--- config.mk ---
export PLATFORM = sky130hd
export DESIGN_NAME = uhbc_bus_ctrl
export DESIGN_NICKNAME = d
export VERILOG_FILES = /design/src/core/uhbc_sof_timer.v /design/src/core/uhbc_bus_ctrl.v
export VERILOG_INCLUDE_DIRS = /design/src /design/src/shared
export SDC_FILE = /design/constraint.sdc
export NUM_CORES = 1
export LEC_CHECK = 0
export ABC_CLOCK_PERIOD_IN_PS = 2100
export BUFFER_PORTS_ARGS = -buffer_cell sky130_fd_sc_hd__buf_4
export CAP_MARGIN = 20
export CORE_UTILIZATION = 48
export CTS_CLUSTER_SIZE = 30
export DETAILED_ROUTE_END_ITERATION = 8
export PLACE_DENSITY = 0.73
export RECOVER_POWER = 100
export SKIP_LAST_GASP = 1
export SLEW_MARGIN = 15
export SYNTH_ARGS = -nofsm -noshare
export SYNTH_HDL_FRONTEND = slang
export SYNTH_SLANG_ARGS = --single-unit
--- constraint.sdc ---
create_clock -name i_clk -period 2.1 [get_ports i_clk]
set_input_delay 0.42 -clock i_clk [delete_from_list [all_inputs] [get_ports i_clk]]
set_output_delay 0.42 -clock i_clk [all_outputs]
set_load 0.02 [all_outputs]
--- src/shared/uhbc_defs.vh ---
`ifndef UHBC_DEFS_VH
`define UHBC_DEFS_VH
// ----------------------------------------------------------------------------
// Register word indices; the byte address is four times the index.
// ----------------------------------------------------------------------------
`define UHBC_IDX_CTRL1     8'h05
`define UHBC_IDX_IRQ_EN    8'h06
`define UHBC_IDX_SLV_ADDR  8'h07
`define UHBC_IDX_IRQ_STAT  8'h0D
`define UHBC_IDX_SOF_LO    8'h0E
`define UHBC_IDX_SOF_HI    8'h0F
`define UHBC_IDX_CH_EVT    8'h10
// ----------------------------------------------------------------------------
// Control register 1 fields.
// ----------------------------------------------------------------------------
`define UHBC_C1_SOF_EN     0
`define UHBC_C1_ENG_RST    3
`define UHBC_C1_FORCE      4
`define UHBC_C1_LOW_SPEED  5
`define UHBC_C1_SUSPEND    6
`define UHBC_C1_MASK       8'h79
// ----------------------------------------------------------------------------
// Control register 2 (SOF high) fields.
// ----------------------------------------------------------------------------
`define UHBC_C2_POL_SWAP   6
`define UHBC_C2_CNT_MASK   8'h3F
// ----------------------------------------------------------------------------
// Interrupt bit positions, shared by enable and status; D+ (bit 7) is status only.
// ----------------------------------------------------------------------------
`define UHBC_IRQ_DONE_A    0
`define UHBC_IRQ_DONE_B    1
`define UHBC_IRQ_SOF       4
`define UHBC_IRQ_INSREM    5
`define UHBC_IRQ_DETRES    6
`define UHBC_IRQ_DPLUS     7
`define UHBC_IRQ_MASK      8'h73
// ----------------------------------------------------------------------------
// Reset values.
// ----------------------------------------------------------------------------
`define UHBC_RST_CTRL1     8'h00
`define UHBC_RST_IRQ_EN    8'h00
`define UHBC_RST_STAT      8'h00
`define UHBC_RST_SOF       14'h0000
// ----------------------------------------------------------------------------
// Timing: SOF counter ticks at 12 MHz; the 10 MHz core approximates it.
// ----------------------------------------------------------------------------
`define UHBC_CLK_HZ        10000000
`define UHBC_SOF_TICK_HZ   12000000
`endif

--- src/core/uhbc_sof_timer.v ---
`timescale 1ns/1ns
// ----------------------------------------------------------------------------
// Frame timer: counts down the programmed interval, 11-bit frame number
// and CRC5 of each frame's token.
// ----------------------------------------------------------------------------
module uhbc_sof_timer #(
   parameter CNT_W = 14
) (
   // Clock and reset.
   input  wire             i_clk,
   input  wire             i_sys_rst,
   // Control.
   input  wire             i_clr,
   input  wire [CNT_W-1:0] i_interval,
   // Status.
   output reg              o_tick,
   output reg  [CNT_W-1:0] o_count,
   output reg  [10:0]      o_frame,
   output reg  [4:0]       o_crc5
);

   function [4:0] crc5_of;
      input [10:0] data;
      integer      k;
      reg   [4:0]  c;
      reg          fb;
      begin
         c = 5'h1F;
         for (k = 0; k < 11; k = k + 1) begin
            fb = c[4] ^ data[k];
            c  = {c[3:0], 1'b0};
            if (fb) begin
               c = c ^ 5'h05;
            end
         end
         crc5_of = ~c;
      end
   endfunction

   reg [10:0] frame_nxt;

   always @* begin
      frame_nxt = o_frame + 11'h001;
   end

   always @(posedge i_clk) begin
      if (i_sys_rst || i_clr) begin
         o_count <= i_interval;
         o_frame <= 11'h000;
         o_tick  <= 1'b0;
         o_crc5  <= crc5_of(11'h000);
      end else if (o_count == {CNT_W{1'b0}}) begin
         o_count <= i_interval;
         o_frame <= frame_nxt;
         o_crc5  <= crc5_of(frame_nxt);
         o_tick  <= 1'b1;
      end else begin
         o_count <= o_count - {{(CNT_W-1){1'b0}}, 1'b1};
         o_tick  <= 1'b0;
      end
   end

endmodule // uhbc_sof_timer

--- src/core/uhbc_bus_ctrl.v ---
// Our own choice: the Wishbone register port.
`timescale 1ns/1ns
`include "uhbc_defs.vh"
// Operation
// RULE1: Speed bit resets to full speed.
// RULE2: Direct low-speed: software sets speed and swap; here the swap bit is ignored and the speed bit alone swaps.
// RULE3: Hub low-speed: full speed, no swap, preamble.
// RULE4: Reset/force pair selects normal, SE0, J, K.
// RULE5: Low speed swaps J and K.
// RULE6: Engine reset and force clear at reset.
// RULE7: Software holds 08h for reset time; here 08h forces J and 10h forces SE0.
// RULE8: Frame generation runs after bus reset ends.
// RULE9: Hardware computes frame number and CRC5.
// RULE10: Software programs interval, enables SOF, arms.
// RULE11: Enables never affect status bits.
// RULE12: Level interrupt while enabled status pending.
// RULE13: Enable bit 6 gates resume or detect.
// RULE14: Enable bit 5 gates attach/detach.
// RULE15: Enable bit 4 gates frame tick.
// RULE16: Channel done events set bits 0 and 1.
// RULE17: Software leaves register 07h alone.
// RULE18: Second channel mirrors the first.
// RULE19: Write one clears status; zero keeps.
// RULE20: Status bit 7 follows D+.
// RULE21: Status bit 5 on SE0/idle transitions.
// RULE22: Status bit 6 absent or resume flag.
// RULE23: Reserved bits read zero, ignore writes.
// RULE24: Interrupt active high, enables clear.
module uhbc_bus_ctrl #(
   parameter CNT_W = 14
) (
   // Clock and reset.
   input  wire        i_clk,
   input  wire        i_sys_rst,
   // Wishbone slave.
   input  wire        i_wb_cyc,
   input  wire        i_wb_stb,
   input  wire        i_wb_we,
   input  wire [7:0]  i_wb_adr,
   input  wire [3:0]  i_wb_sel,
   input  wire [31:0] i_wb_dat,
   output reg  [31:0] o_wb_dat,
   output reg         o_wb_ack,
   // USB line receiver and forced drive.
   input  wire        i_usb_dp,
   input  wire        i_usb_dm,
   output reg         o_usb_dp,
   output reg         o_usb_dm,
   output reg         o_usb_oe,
   // Channel done events from the packet engines.
   input  wire        i_done_a,
   input  wire        i_done_b,
   // Bus state and frame information.
   output reg         o_sof_gen,
   output reg  [10:0] o_frame_num,
   output reg  [4:0]  o_frame_crc5,
   output reg         o_low_speed,
   output reg         o_suspend,
   // Interrupt.
   output reg         o_interrupt_request_out
);

   // -------------------------------------------------------------------------
   // Registers and synchronisers.
   // -------------------------------------------------------------------------
   reg  [7:0]       ctrl1_r;
   reg  [7:0]       irq_en_r;
   reg  [7:0]       stat_r;
   reg  [7:0]       slv_addr_r;
   reg  [7:0]       sof_lo_r;
   reg  [7:0]       sof_hi_r;
   reg  [1:0]       dp_s_r;
   reg  [1:0]       dm_s_r;
   reg  [1:0]       line_r;
   reg  [1:0]       done_r;
   reg  [7:0]       stat_nxt;
   reg  [31:0]      rd_nxt;
   reg  [7:0]       wr_b;
   wire [7:0]       wb_idx;
   wire             wr_stb;
   wire             sof_clr;
   wire             tick;
   wire [CNT_W-1:0] tmr_count;
   wire [10:0]      tmr_frame;
   wire [4:0]       tmr_crc5;
   wire             dp_q;
   wire             dm_q;
   wire             se0;
   wire             idle;
   wire             was_se0;
   wire             was_idle;
   wire             was_j;
   wire             k_now;
   wire             eff_dp;
   wire             eff_dm;
   wire [7:0]       stat_rd;
   wire [7:0]       pend;

   function wr_hit;
      input [7:0] idx;
      begin
         wr_hit = wr_stb && (wb_idx == idx) && i_wb_sel[0];
      end
   endfunction

   assign wb_idx = {2'b00, i_wb_adr[7:2]};
   assign wr_stb = i_wb_cyc && i_wb_stb && i_wb_we && !o_wb_ack;
   assign sof_clr = wr_hit(`UHBC_IDX_SOF_HI);

   always @* begin
      wr_b = i_wb_dat[7:0];
   end

   // -------------------------------------------------------------------------
   // Wishbone access: answer one cycle after the request, for any address.
   // Unmapped words read zero; writes to them are dropped.
   // -------------------------------------------------------------------------
   always @* begin
      rd_nxt = 32'h00000000;
      case (wb_idx)
         `UHBC_IDX_CTRL1:    rd_nxt[7:0] = ctrl1_r;
         `UHBC_IDX_IRQ_EN:   rd_nxt[7:0] = irq_en_r;                      // [RULE23]
         `UHBC_IDX_SLV_ADDR: rd_nxt[7:0] = slv_addr_r;
         `UHBC_IDX_IRQ_STAT: rd_nxt[7:0] = stat_rd;
         `UHBC_IDX_SOF_LO:   rd_nxt[7:0] = 8'h00;
         `UHBC_IDX_SOF_HI:   rd_nxt[7:0] = tmr_count[CNT_W-1:CNT_W-8];
         default:            rd_nxt = 32'h00000000;
      endcase
   end

   always @(posedge i_clk) begin
      if (i_sys_rst) begin
         o_wb_ack <= 1'b0;
         o_wb_dat <= 32'h00000000;
      end else begin
         o_wb_ack <= i_wb_cyc && i_wb_stb && !o_wb_ack;
         o_wb_dat <= rd_nxt;
      end
   end

   // -------------------------------------------------------------------------
   // Control registers.
   // -------------------------------------------------------------------------
   always @(posedge i_clk) begin
      if (i_sys_rst) begin
         ctrl1_r    <= `UHBC_RST_CTRL1;                                   // [RULE1] [RULE6]
         irq_en_r   <= `UHBC_RST_IRQ_EN;                                  // [RULE24]
         slv_addr_r <= 8'h00;
         sof_lo_r   <= 8'h00;
         sof_hi_r   <= 8'h00;
      end else begin
         if (wr_hit(`UHBC_IDX_CTRL1)) begin
            ctrl1_r <= wr_b & `UHBC_C1_MASK;
         end
         if (wr_hit(`UHBC_IDX_IRQ_EN)) begin
            irq_en_r <= wr_b & `UHBC_IRQ_MASK;                            // [RULE23]
         end
         if (wr_hit(`UHBC_IDX_SLV_ADDR)) begin
            slv_addr_r <= wr_b;
         end
         if (wr_hit(`UHBC_IDX_SOF_LO)) begin
            sof_lo_r <= wr_b;
         end
         if (sof_clr) begin
            sof_hi_r <= wr_b;
         end
      end
   end

   // -------------------------------------------------------------------------
   // Frame timer. A write to the high byte restarts the frame count.
   // -------------------------------------------------------------------------
   uhbc_sof_timer #(
      .CNT_W (CNT_W)
   ) u_sof_timer (
      .i_clk      (i_clk),
      .i_sys_rst  (i_sys_rst),
      .i_clr      (sof_clr),
      .i_interval ({sof_hi_r[5:0], sof_lo_r}),
      .o_tick     (tick),
      .o_count    (tmr_count),
      .o_frame    (tmr_frame),
      .o_crc5     (tmr_crc5)
   );                                                                     // [RULE9]

   // -------------------------------------------------------------------------
   // Line sampling: two flip-flops on each pin before any logic.
   // -------------------------------------------------------------------------
   always @(posedge i_clk) begin
      if (i_sys_rst) begin
         dp_s_r <= 2'b00;
         dm_s_r <= 2'b00;
         line_r <= 2'b00;
         done_r <= 2'b00;
      end else begin
         dp_s_r <= {dp_s_r[0], i_usb_dp};
         dm_s_r <= {dm_s_r[0], i_usb_dm};
         line_r <= {dp_q, dm_q};
         done_r <= {i_done_b, i_done_a};
      end
   end

   assign dp_q     = dp_s_r[1];
   assign dm_q     = dm_s_r[1];
   assign se0      = !dp_q && !dm_q;
   // Idle is J or K, one line high, so it ignores the speed bit that makes J look like D- high.
   assign idle     = dp_q ^ dm_q;
   assign was_se0  = (line_r == 2'b00);
   assign was_idle = line_r[1] ^ line_r[0];
   // J and K trade places at low speed, so resume detection follows the speed bit.
   assign was_j    = (line_r == (ctrl1_r[`UHBC_C1_LOW_SPEED] ? 2'b01 : 2'b10));
   assign k_now    = ({dp_q, dm_q} == (ctrl1_r[`UHBC_C1_LOW_SPEED] ? 2'b10 : 2'b01));
   assign eff_dp   = dp_q;
   assign eff_dm   = dm_q;

   // -------------------------------------------------------------------------
   // Interrupt status. Hardware sets win over a same-cycle software clear.
   // -------------------------------------------------------------------------
   always @* begin
      stat_nxt = stat_r;
      if (wr_hit(`UHBC_IDX_IRQ_STAT)) begin
         stat_nxt = stat_nxt & ~(wr_b & `UHBC_IRQ_MASK);                  // [RULE19]
      end
      if (done_r[0]) begin
         stat_nxt[`UHBC_IRQ_DONE_A] = 1'b1;                               // [RULE16]
      end
      if (done_r[1]) begin
         stat_nxt[`UHBC_IRQ_DONE_B] = 1'b1;                               // [RULE18]
      end
      if (tick) begin
         stat_nxt[`UHBC_IRQ_SOF] = 1'b1;
      end
      if ((was_se0 && idle) || (was_idle && se0)) begin
         stat_nxt[`UHBC_IRQ_INSREM] = 1'b1;                               // [RULE21]
      end
      if (ctrl1_r[`UHBC_C1_SUSPEND] && was_j && k_now) begin
         stat_nxt[`UHBC_IRQ_DETRES] = 1'b1;                               // [RULE22]
      end
      stat_nxt = stat_nxt & `UHBC_IRQ_MASK;                               // [RULE23] [RULE11]
   end

   always @(posedge i_clk) begin
      if (i_sys_rst) begin
         stat_r <= `UHBC_RST_STAT;
      end else begin
         stat_r <= stat_nxt;
      end
   end

   // Outside suspend, bit 6 is a live absence (SE0) indication, not a latch.
   assign stat_rd = {eff_dp,                                              // [RULE20]
                     ctrl1_r[`UHBC_C1_SUSPEND] ? stat_r[`UHBC_IRQ_DETRES] : se0, // [RULE22]
                     stat_r[5:0]};

   assign pend = stat_rd & irq_en_r & `UHBC_IRQ_MASK;                     // [RULE13] [RULE14] [RULE15]

   // -------------------------------------------------------------------------
   // Outputs: forced line states, frame generation and interrupt level.
   // -------------------------------------------------------------------------
   always @(posedge i_clk) begin
      if (i_sys_rst) begin
         o_usb_dp                <= 1'b0;
         o_usb_dm                <= 1'b0;
         o_usb_oe                <= 1'b0;
         o_sof_gen               <= 1'b0;
         o_frame_num             <= 11'h000;
         o_frame_crc5            <= 5'h00;
         o_low_speed             <= 1'b0;
         o_suspend               <= 1'b0;
         o_interrupt_request_out <= 1'b0;
      end else begin
         case ({ctrl1_r[`UHBC_C1_ENG_RST], ctrl1_r[`UHBC_C1_FORCE]})      // [RULE4]
            2'b01: begin
               o_usb_dp <= 1'b0;
               o_usb_dm <= 1'b0;
               o_usb_oe <= 1'b1;
            end
            2'b10: begin
               o_usb_dp <= !ctrl1_r[`UHBC_C1_LOW_SPEED];                  // [RULE5]
               o_usb_dm <= ctrl1_r[`UHBC_C1_LOW_SPEED];
               o_usb_oe <= 1'b1;
            end
            2'b11: begin
               o_usb_dp <= ctrl1_r[`UHBC_C1_LOW_SPEED];                   // [RULE5]
               o_usb_dm <= !ctrl1_r[`UHBC_C1_LOW_SPEED];
               o_usb_oe <= 1'b1;
            end
            default: begin
               o_usb_dp <= 1'b0;
               o_usb_dm <= 1'b0;
               o_usb_oe <= 1'b0;
            end
         endcase
         // Tokens leave only with SOF enabled and no forced state active.
         o_sof_gen <= tick && ctrl1_r[`UHBC_C1_SOF_EN]
                      && !ctrl1_r[`UHBC_C1_ENG_RST] && !ctrl1_r[`UHBC_C1_FORCE]; // [RULE8]
         o_frame_num             <= tmr_frame;
         o_frame_crc5            <= tmr_crc5;
         o_low_speed             <= ctrl1_r[`UHBC_C1_LOW_SPEED];
         o_suspend               <= ctrl1_r[`UHBC_C1_SUSPEND];
         o_interrupt_request_out <= |pend;                                // [RULE12] [RULE24]
      end
   end

endmodule // uhbc_bus_ctrl

==> impl_metrics.tcl, run 1 <==
set metrics [dict create \
    status "finished with violations" \
    violations "negative setup slack" \
    setup_viol 14 \
    maxCapViolCount 0 \
    holdWs_ns 0.276 \
    ant_nets 0 \
    drt-initial-drc-count 121 \
    synth_ff_type "dfxtp_1" \
    clk_pin_slew_worst_paths_ns 0.10 \
    firstDrtPassIters 4 \
    crit_arrival_ns 2.55 \
    finalCritPeriodShare_pct 107 \
    cts.sinks 108 \
    ff2ff_path_depth 7 \
    synthAdderAreaFrac_pct 1.38 \
    max_freq_mhz 444 \
    drv_slew 0 \
    root_buffer "clkbuf_8" \
    synth_edf_count 0 \
    portBuffers 55 \
    yosysMostFrequentCell "dfxtp_1" \
    worstPathRequired_ns 2.40 \
    setup_slack_ns -0.153 \
    pin_count 109 \
    hpwl_microns 7350 \
    wl_met3_microns 458 \
    cts_tree "done" \
    drcViolationCount 0 \
    num_vias 3621 \
    cts_hold_buffers 0 \
    core_area_sq_mm 0.00920 \
    grt_max_degree 32 \
    nets 648 \
    htreeDepth 3 \
    synth.area.mux_share_pct 7.33 \
    die_width_microns 99.1 \
    powerDensity_mw_per_mm2 914 \
    yosys-top-cells-area "dfxtp_1, mux2i_1, nor2_1, xnor2_1, buf_4" \
    relSlewSlack_pct 14.1 \
    synth.yosys.seq_area_share_pct 47.8 \
    holdCritPathClass "primary input to flip-flop" \
    top_layer "met4" \
    endpoint "u_sof_timer.o_frame[4]" \
    overflow 0 \
    fin_worst_skew_ns 0.0116 \
    rsz0062_at_grt "true" \
    synthCells 482 \
    layout-drive-gt1-share_pct 19.5 \
    netlist.top_cell.by_area "dfxtp_1" \
    cellLeakagePower_nw 2.06 \
    area_growth_syn_to_layout_pct 21.1 \
    dr_wl_met2_microns 4920 \
    clkLatencyLatePin_ns 0.36 \
    worstSetupPathType "flip-flop to flip-flop" \
    post-route-min-period_ns 2.25 \
    gp_congestion 0.860 \
    initial_core_util_pct 49.2 \
    worst_slew_pin_slew_ns 1.29 \
    wirelength_microns 10100 \
    vias_per_cell 5.14 \
    async_reset_ff_share_pct 0 \
    yosysWarnings 0 \
    ir_drop_uv 427 \
    row_count 35 \
    r2r_slack_ns -0.15 \
    synth_common_cells "dfxtp_1, nor2_1, nand2_1" \
    rr_startpoint "u_sof_timer.o_count[0]" \
    ys_types 44 \
    cp-start-kind "flip-flop" \
    r2r_end "u_sof_timer.o_frame[4]" \
    syn-mean-instance-area_sq_um 9.38 \
    drt-met1-wl_microns 4580 \
    synthSimpleGateAreaFrac_pct 20.6 \
    grt.total_usage_pct 21.7 \
    synth_top_family_by_area "simple AND/OR/NAND/NOR gates" \
    syn-cell-area_sq_mm 0.00452 \
    hold_viol 0 \
    fin_util_pct 59.5 \
    ys_seq_elements 108 \
    crit_path_end_kind "flip-flop" \
    post_drt_wl_per_cell_microns 14.4 \
    fp.dieH_microns 99.1 \
    grt_pass1_vias 3494 \
    dieArea_sq_mm 0.00981 \
    critPathLaunch "u_sof_timer.o_count[0]" \
    grt_first_pass_wirelength_microns 16600 \
    critPathMaxFanout 7 \
    synth_xor_area_share_pct 8.49 \
    cts_max_path_buffers 2 \
    antenna_cells 0 \
    synth_compound_area_share_pct 7.78 \
    cts_buffers 9 \
    netlist.area_leader.share_pct 47.8 \
    antenna_found_initial 0 \
]
==> where the power goes <==
group / switching [W] / internal, W
Sequential: 0.0000876 / 0.00220
Combinational: 0.000749 / 0.000737
Clock: 0.000677 / 0.000552
==> cell usage in the layout, fill, tap and decap left out, types with 3 or more instances in the layout <==
master      n
nand2_1    42
mux2i_1    32
nor4_1      3
nor2b_1    26
nor2_1     68
xnor2_1    27
a31oi_1     5
a21oi_1    11
xor2_1      7
dfxtp_2     4
nor3_1     11
nand2b_1    5
a22oi_1    16
nor2_2      3
dfxtp_1   104
buf_4      74
nand3_1     6
o21ai_0    16
conb_1     24
clkbuf_8    9
nand4_1     3
and4_1      4
clkbuf_2    4
clkbuf_1   39
ha_1        3
inv_1       6
==> registers in the layout, indices dropped and copies added, names as in the netlist, 6 cells and up <==
register,cells
slv_addr_r,8
sof_hi_r,6
o_frame_num,11
u_sof_timer.o_frame,11
o_wb_dat,8
sof_lo_r,8
u_sof_timer.o_count,14
==> worst max-delay path, cell delays in order, from the launching register on <==
cell,delay (ns)
dfxtp_2,0.34
inv_2,0.05
ha_2,0.15
or4b_4,0.46
or4_4,0.53
buf_4,0.19
or3_1,0.34
a21oi_1,0.12
==> logic make-up after synthesis <==
group	after synthesis
flip-flops	108
XOR/XNOR	39
multiplexers	33
AO/OA/AOI/OAI	56
AND/OR/NAND/NOR	189
buffers and inverters	51
other	1
adder cells (fa/ha/maj)	5
==> per-stage QoR <==
| step | cell area, sq um | std cells | TNS [ns] | setup WS, ns | power (W) |
|---|---|---|---|---|---|
| 2_1_floorplan | 4620 | 505 | -0.0234 | -0.0167 | 0.00318 |
| 3_3_place_gp | 5340 | 684 | -0.164 | -0.0558 | 0.00364 |
| 3_5_place_dp | 5340 | 684 | -0.434 | -0.123 | 0.00369 |
| 4_1_cts | 5570 | 702 | -0.498 | -0.137 | 0.00497 |
| 5_1_grt | 5480 | 705 | -3.67 | -0.234 | 0.00526 |
| 6_report | 5480 | 705 | -0.674 | -0.153 | 0.00500 |
==> per-layer routing <==
layer  GRT usage (%)  up-vias
met2            36.3       85
li1                -     1792
met1            27.9     1729
met3            4.18       15
met5               0        -
met4            8.14        0
==> worst min path at each step <==
stage / cells past startpoint / to / from / slack [ns]
after floorplan: 2 / stat_r[0] / done_r[0] / 0.41
after global placement: 2 / stat_r[1] / done_r[1] / 0.42
after detailed placement: 2 / stat_r[1] / done_r[1] / 0.43
after CTS: 2 / dp_s_r[0] / i_usb_dp / 0.27
after global routing: 2 / dm_s_r[0] / i_usb_dm / 0.27
final: 2 / dp_s_r[0] / i_usb_dp / 0.28
==> timing repair <==
action                                  4_1_cts  5_1_grt
buffers inserted                              3        3
endpoints found under the hold margin         0        0
resized for setup                             7       10
pin swaps                                     1        3
endpoints found under the setup margin       12       24
==> cell type report <==
class | count | area [sq um]
flip-flops and latches | 108 | 2170
inverters | 8 | 30.0
clock buffers | 10 | 128
multi-input cells | 346 | 2220
clock inverters | 5 | 62.6
well taps | 111 | 139
repair buffers | 117 | 729
fillers | 821 | 3720
No activity file was read; power rests on OpenSTA's default activity.
==> run 2, diff against run 1 <==
- CORE_MARGIN: not set -> 1.5
==> run 2 against run 1 <==
- the flow still finishes with violations (negative setup slack)
- sequential power is essentially flat
- clock skew shrank 0.0033 ns
- via count is 0.52% lower
- final cell count stayed put
- critical path type unchanged
- critical endpoint unchanged
- largest power group unchanged
- highest routed layer unchanged
==> impl_metrics.tcl, run 2 (synthesis gave the netlist of run 1 again) <==
set metrics [dict create \
    powerDensity_mw_per_mm2 921 \
    regMostFlops "u_sof_timer.o_count" \
    hpwl_microns 7380 \
    ant_nets 0 \
    antenna_cells 0 \
    grt_pass1_vias 3493 \
    post-route-min-period_ns 2.19 \
    placed_cell_area_sq_mm 0.00531 \
    pre_cts_ws_ns -0.0937 \
    vias_per_cell 5.11 \
    drt-initial-drc-count 150 \
    seq_area_sq_mm 0.00217 \
    clkLatencyLatePin_ns 0.37 \
    cts_buffers 9 \
    grt_max_degree 29 \
    num_vias 3602 \
    setup_viol 4 \
    pin_count 109 \
    rsz0062_at_grt "true" \
    holdCritPathClass "primary input to flip-flop" \
    post_drt_wl_per_cell_microns 14.9 \
    overflow 0 \
    relSlewSlack_pct 18.0 \
    nFillCells 821 \
    fin_util_pct 60.5 \
    htreeDepth 3 \
    grt_first_pass_wirelength_microns 16900 \
    fin_worst_skew_ns 0.00828 \
    core_area_sq_mm 0.00920 \
    row_count 35 \
    root_buffer "clkbuf_8" \
    clk_pin_slew_worst_paths_ns 0.10 \
    largestRegisters "u_sof_timer.o_count (14), o_frame_num (11), u_sof_timer.o_frame (11)" \
    layout-drive-gt1-share_pct 21.2 \
    worstPathRequired_ns 2.40 \
    max_freq_mhz 457 \
    most-common-layout-cells "dfxtp_1, buf_4, nor2_1" \
    initial_core_util_pct 49.2 \
    worst_slew_pin_slew_ns 1.23 \
    cts_tree "done" \
    portBuffers 55 \
    violations "negative setup slack" \
    holdWs_ns 0.267 \
    cts_max_path_buffers 2 \
    cellLeakagePower_nw 2.10 \
    fp.dieH_microns 100 \
    cts_hold_buffers 0 \
    area_growth_syn_to_layout_pct 23.0 \
    maxCapViolCount 0 \
    crit_path_end_kind "flip-flop" \
    wirelength_microns 10500 \
    firstDrtPassIters 4 \
    cts.sinks 108 \
    final_cell_area_sq_mm 0.00556 \
    setup_slack_ns -0.0871 \
    multi_input_area_sq_mm 0.00228 \
    critPathMaxFanout 7 \
    final_common_cell "dfxtp_1" \
    antenna_found_initial 0 \
    crit_arrival_ns 2.49 \
    drcViolationCount 0 \
    cp-start-kind "flip-flop" \
    worstSetupPathType "flip-flop to flip-flop" \
    grt.total_usage_pct 21.7 \
    dieArea_sq_mm 0.0100 \
    largest_reg_flops 14 \
    die_width_microns 100 \
    nets 647 \
    drv_slew 0 \
    ir_drop_uv 452 \
    gp_congestion 0.863 \
    finalCritPeriodShare_pct 104 \
    status "finished with violations" \
    hold_viol 0 \
]
run 2: power breakdown:
group          total, W  switching [W]  internal [W]
sequential      0.00229      0.0000876       0.00220
clock           0.00133       0.000737      0.000595
combinational   0.00150       0.000757      0.000743
run 2: metrics by stage:
step | power, W | TNS (ns) | instances
2_1_floorplan | 0.00318 | -0.0234 | 505
3_3_place_gp | 0.00363 | -0.175 | 681
3_5_place_dp | 0.00368 | -0.595 | 681
4_1_cts | 0.00508 | -1.19 | 702
5_1_grt | 0.00540 | -1.95 | 705
6_report | 0.00512 | -0.268 | 705
run 2: worst max-delay path: stages, from the launching register on:
cell and delay (ns):
dfxtp_2 0.34, inv_2 0.05, ha_1 0.13, or4b_4 0.46, or4_4 0.54, buf_6 0.17
or3_4 0.33, a21oi_2 0.11
run 2: layout make-up:
| cell class | instances | share of cell area, % |
|---|---|---|
| multi-input combinational | 346 | 40.9 |
| sequential | 108 | 39.1 |
| tap | 111 | 2.50 |
| clock inverter | 6 | 1.28 |
| clock buffer | 10 | 2.47 |
| inverter | 8 | 0.540 |
| timing repair buffer | 116 | 13.2 |
run 2: final timing paths:
| path | from | to | slack (ns) | depth (start not counted) |
|---|---|---|---|---|
| worst min-delay path | i_usb_dm | dm_s_r[0] | 0.27 | 2 |
| worst max-delay path | u_sof_timer.o_count[0] | u_sof_timer.o_frame[4] | -0.09 | 7 |
| worst min register to register | dp_s_r[0] | dp_s_r[1] | 0.45 | 1 |
| worst max register to register | u_sof_timer.o_count[0] | u_sof_timer.o_frame[4] | -0.09 | 7 |
run 2: what timing repair did:
action	in CTS	in global routing
hold endpoints to repair	0	0
pin swaps	10	7
setup endpoints to repair	18	23
resized for setup	9	21
buffers inserted	5	3
run 2: metal layers:
metal	track usage, %	up-vias	share of wire [%]
li1	-	1793	-
met1	28.9	1712	47
met2	35.0	83	47
met3	4.11	14	4.2
met4	8.13	0	1.6
met5	0	-	0
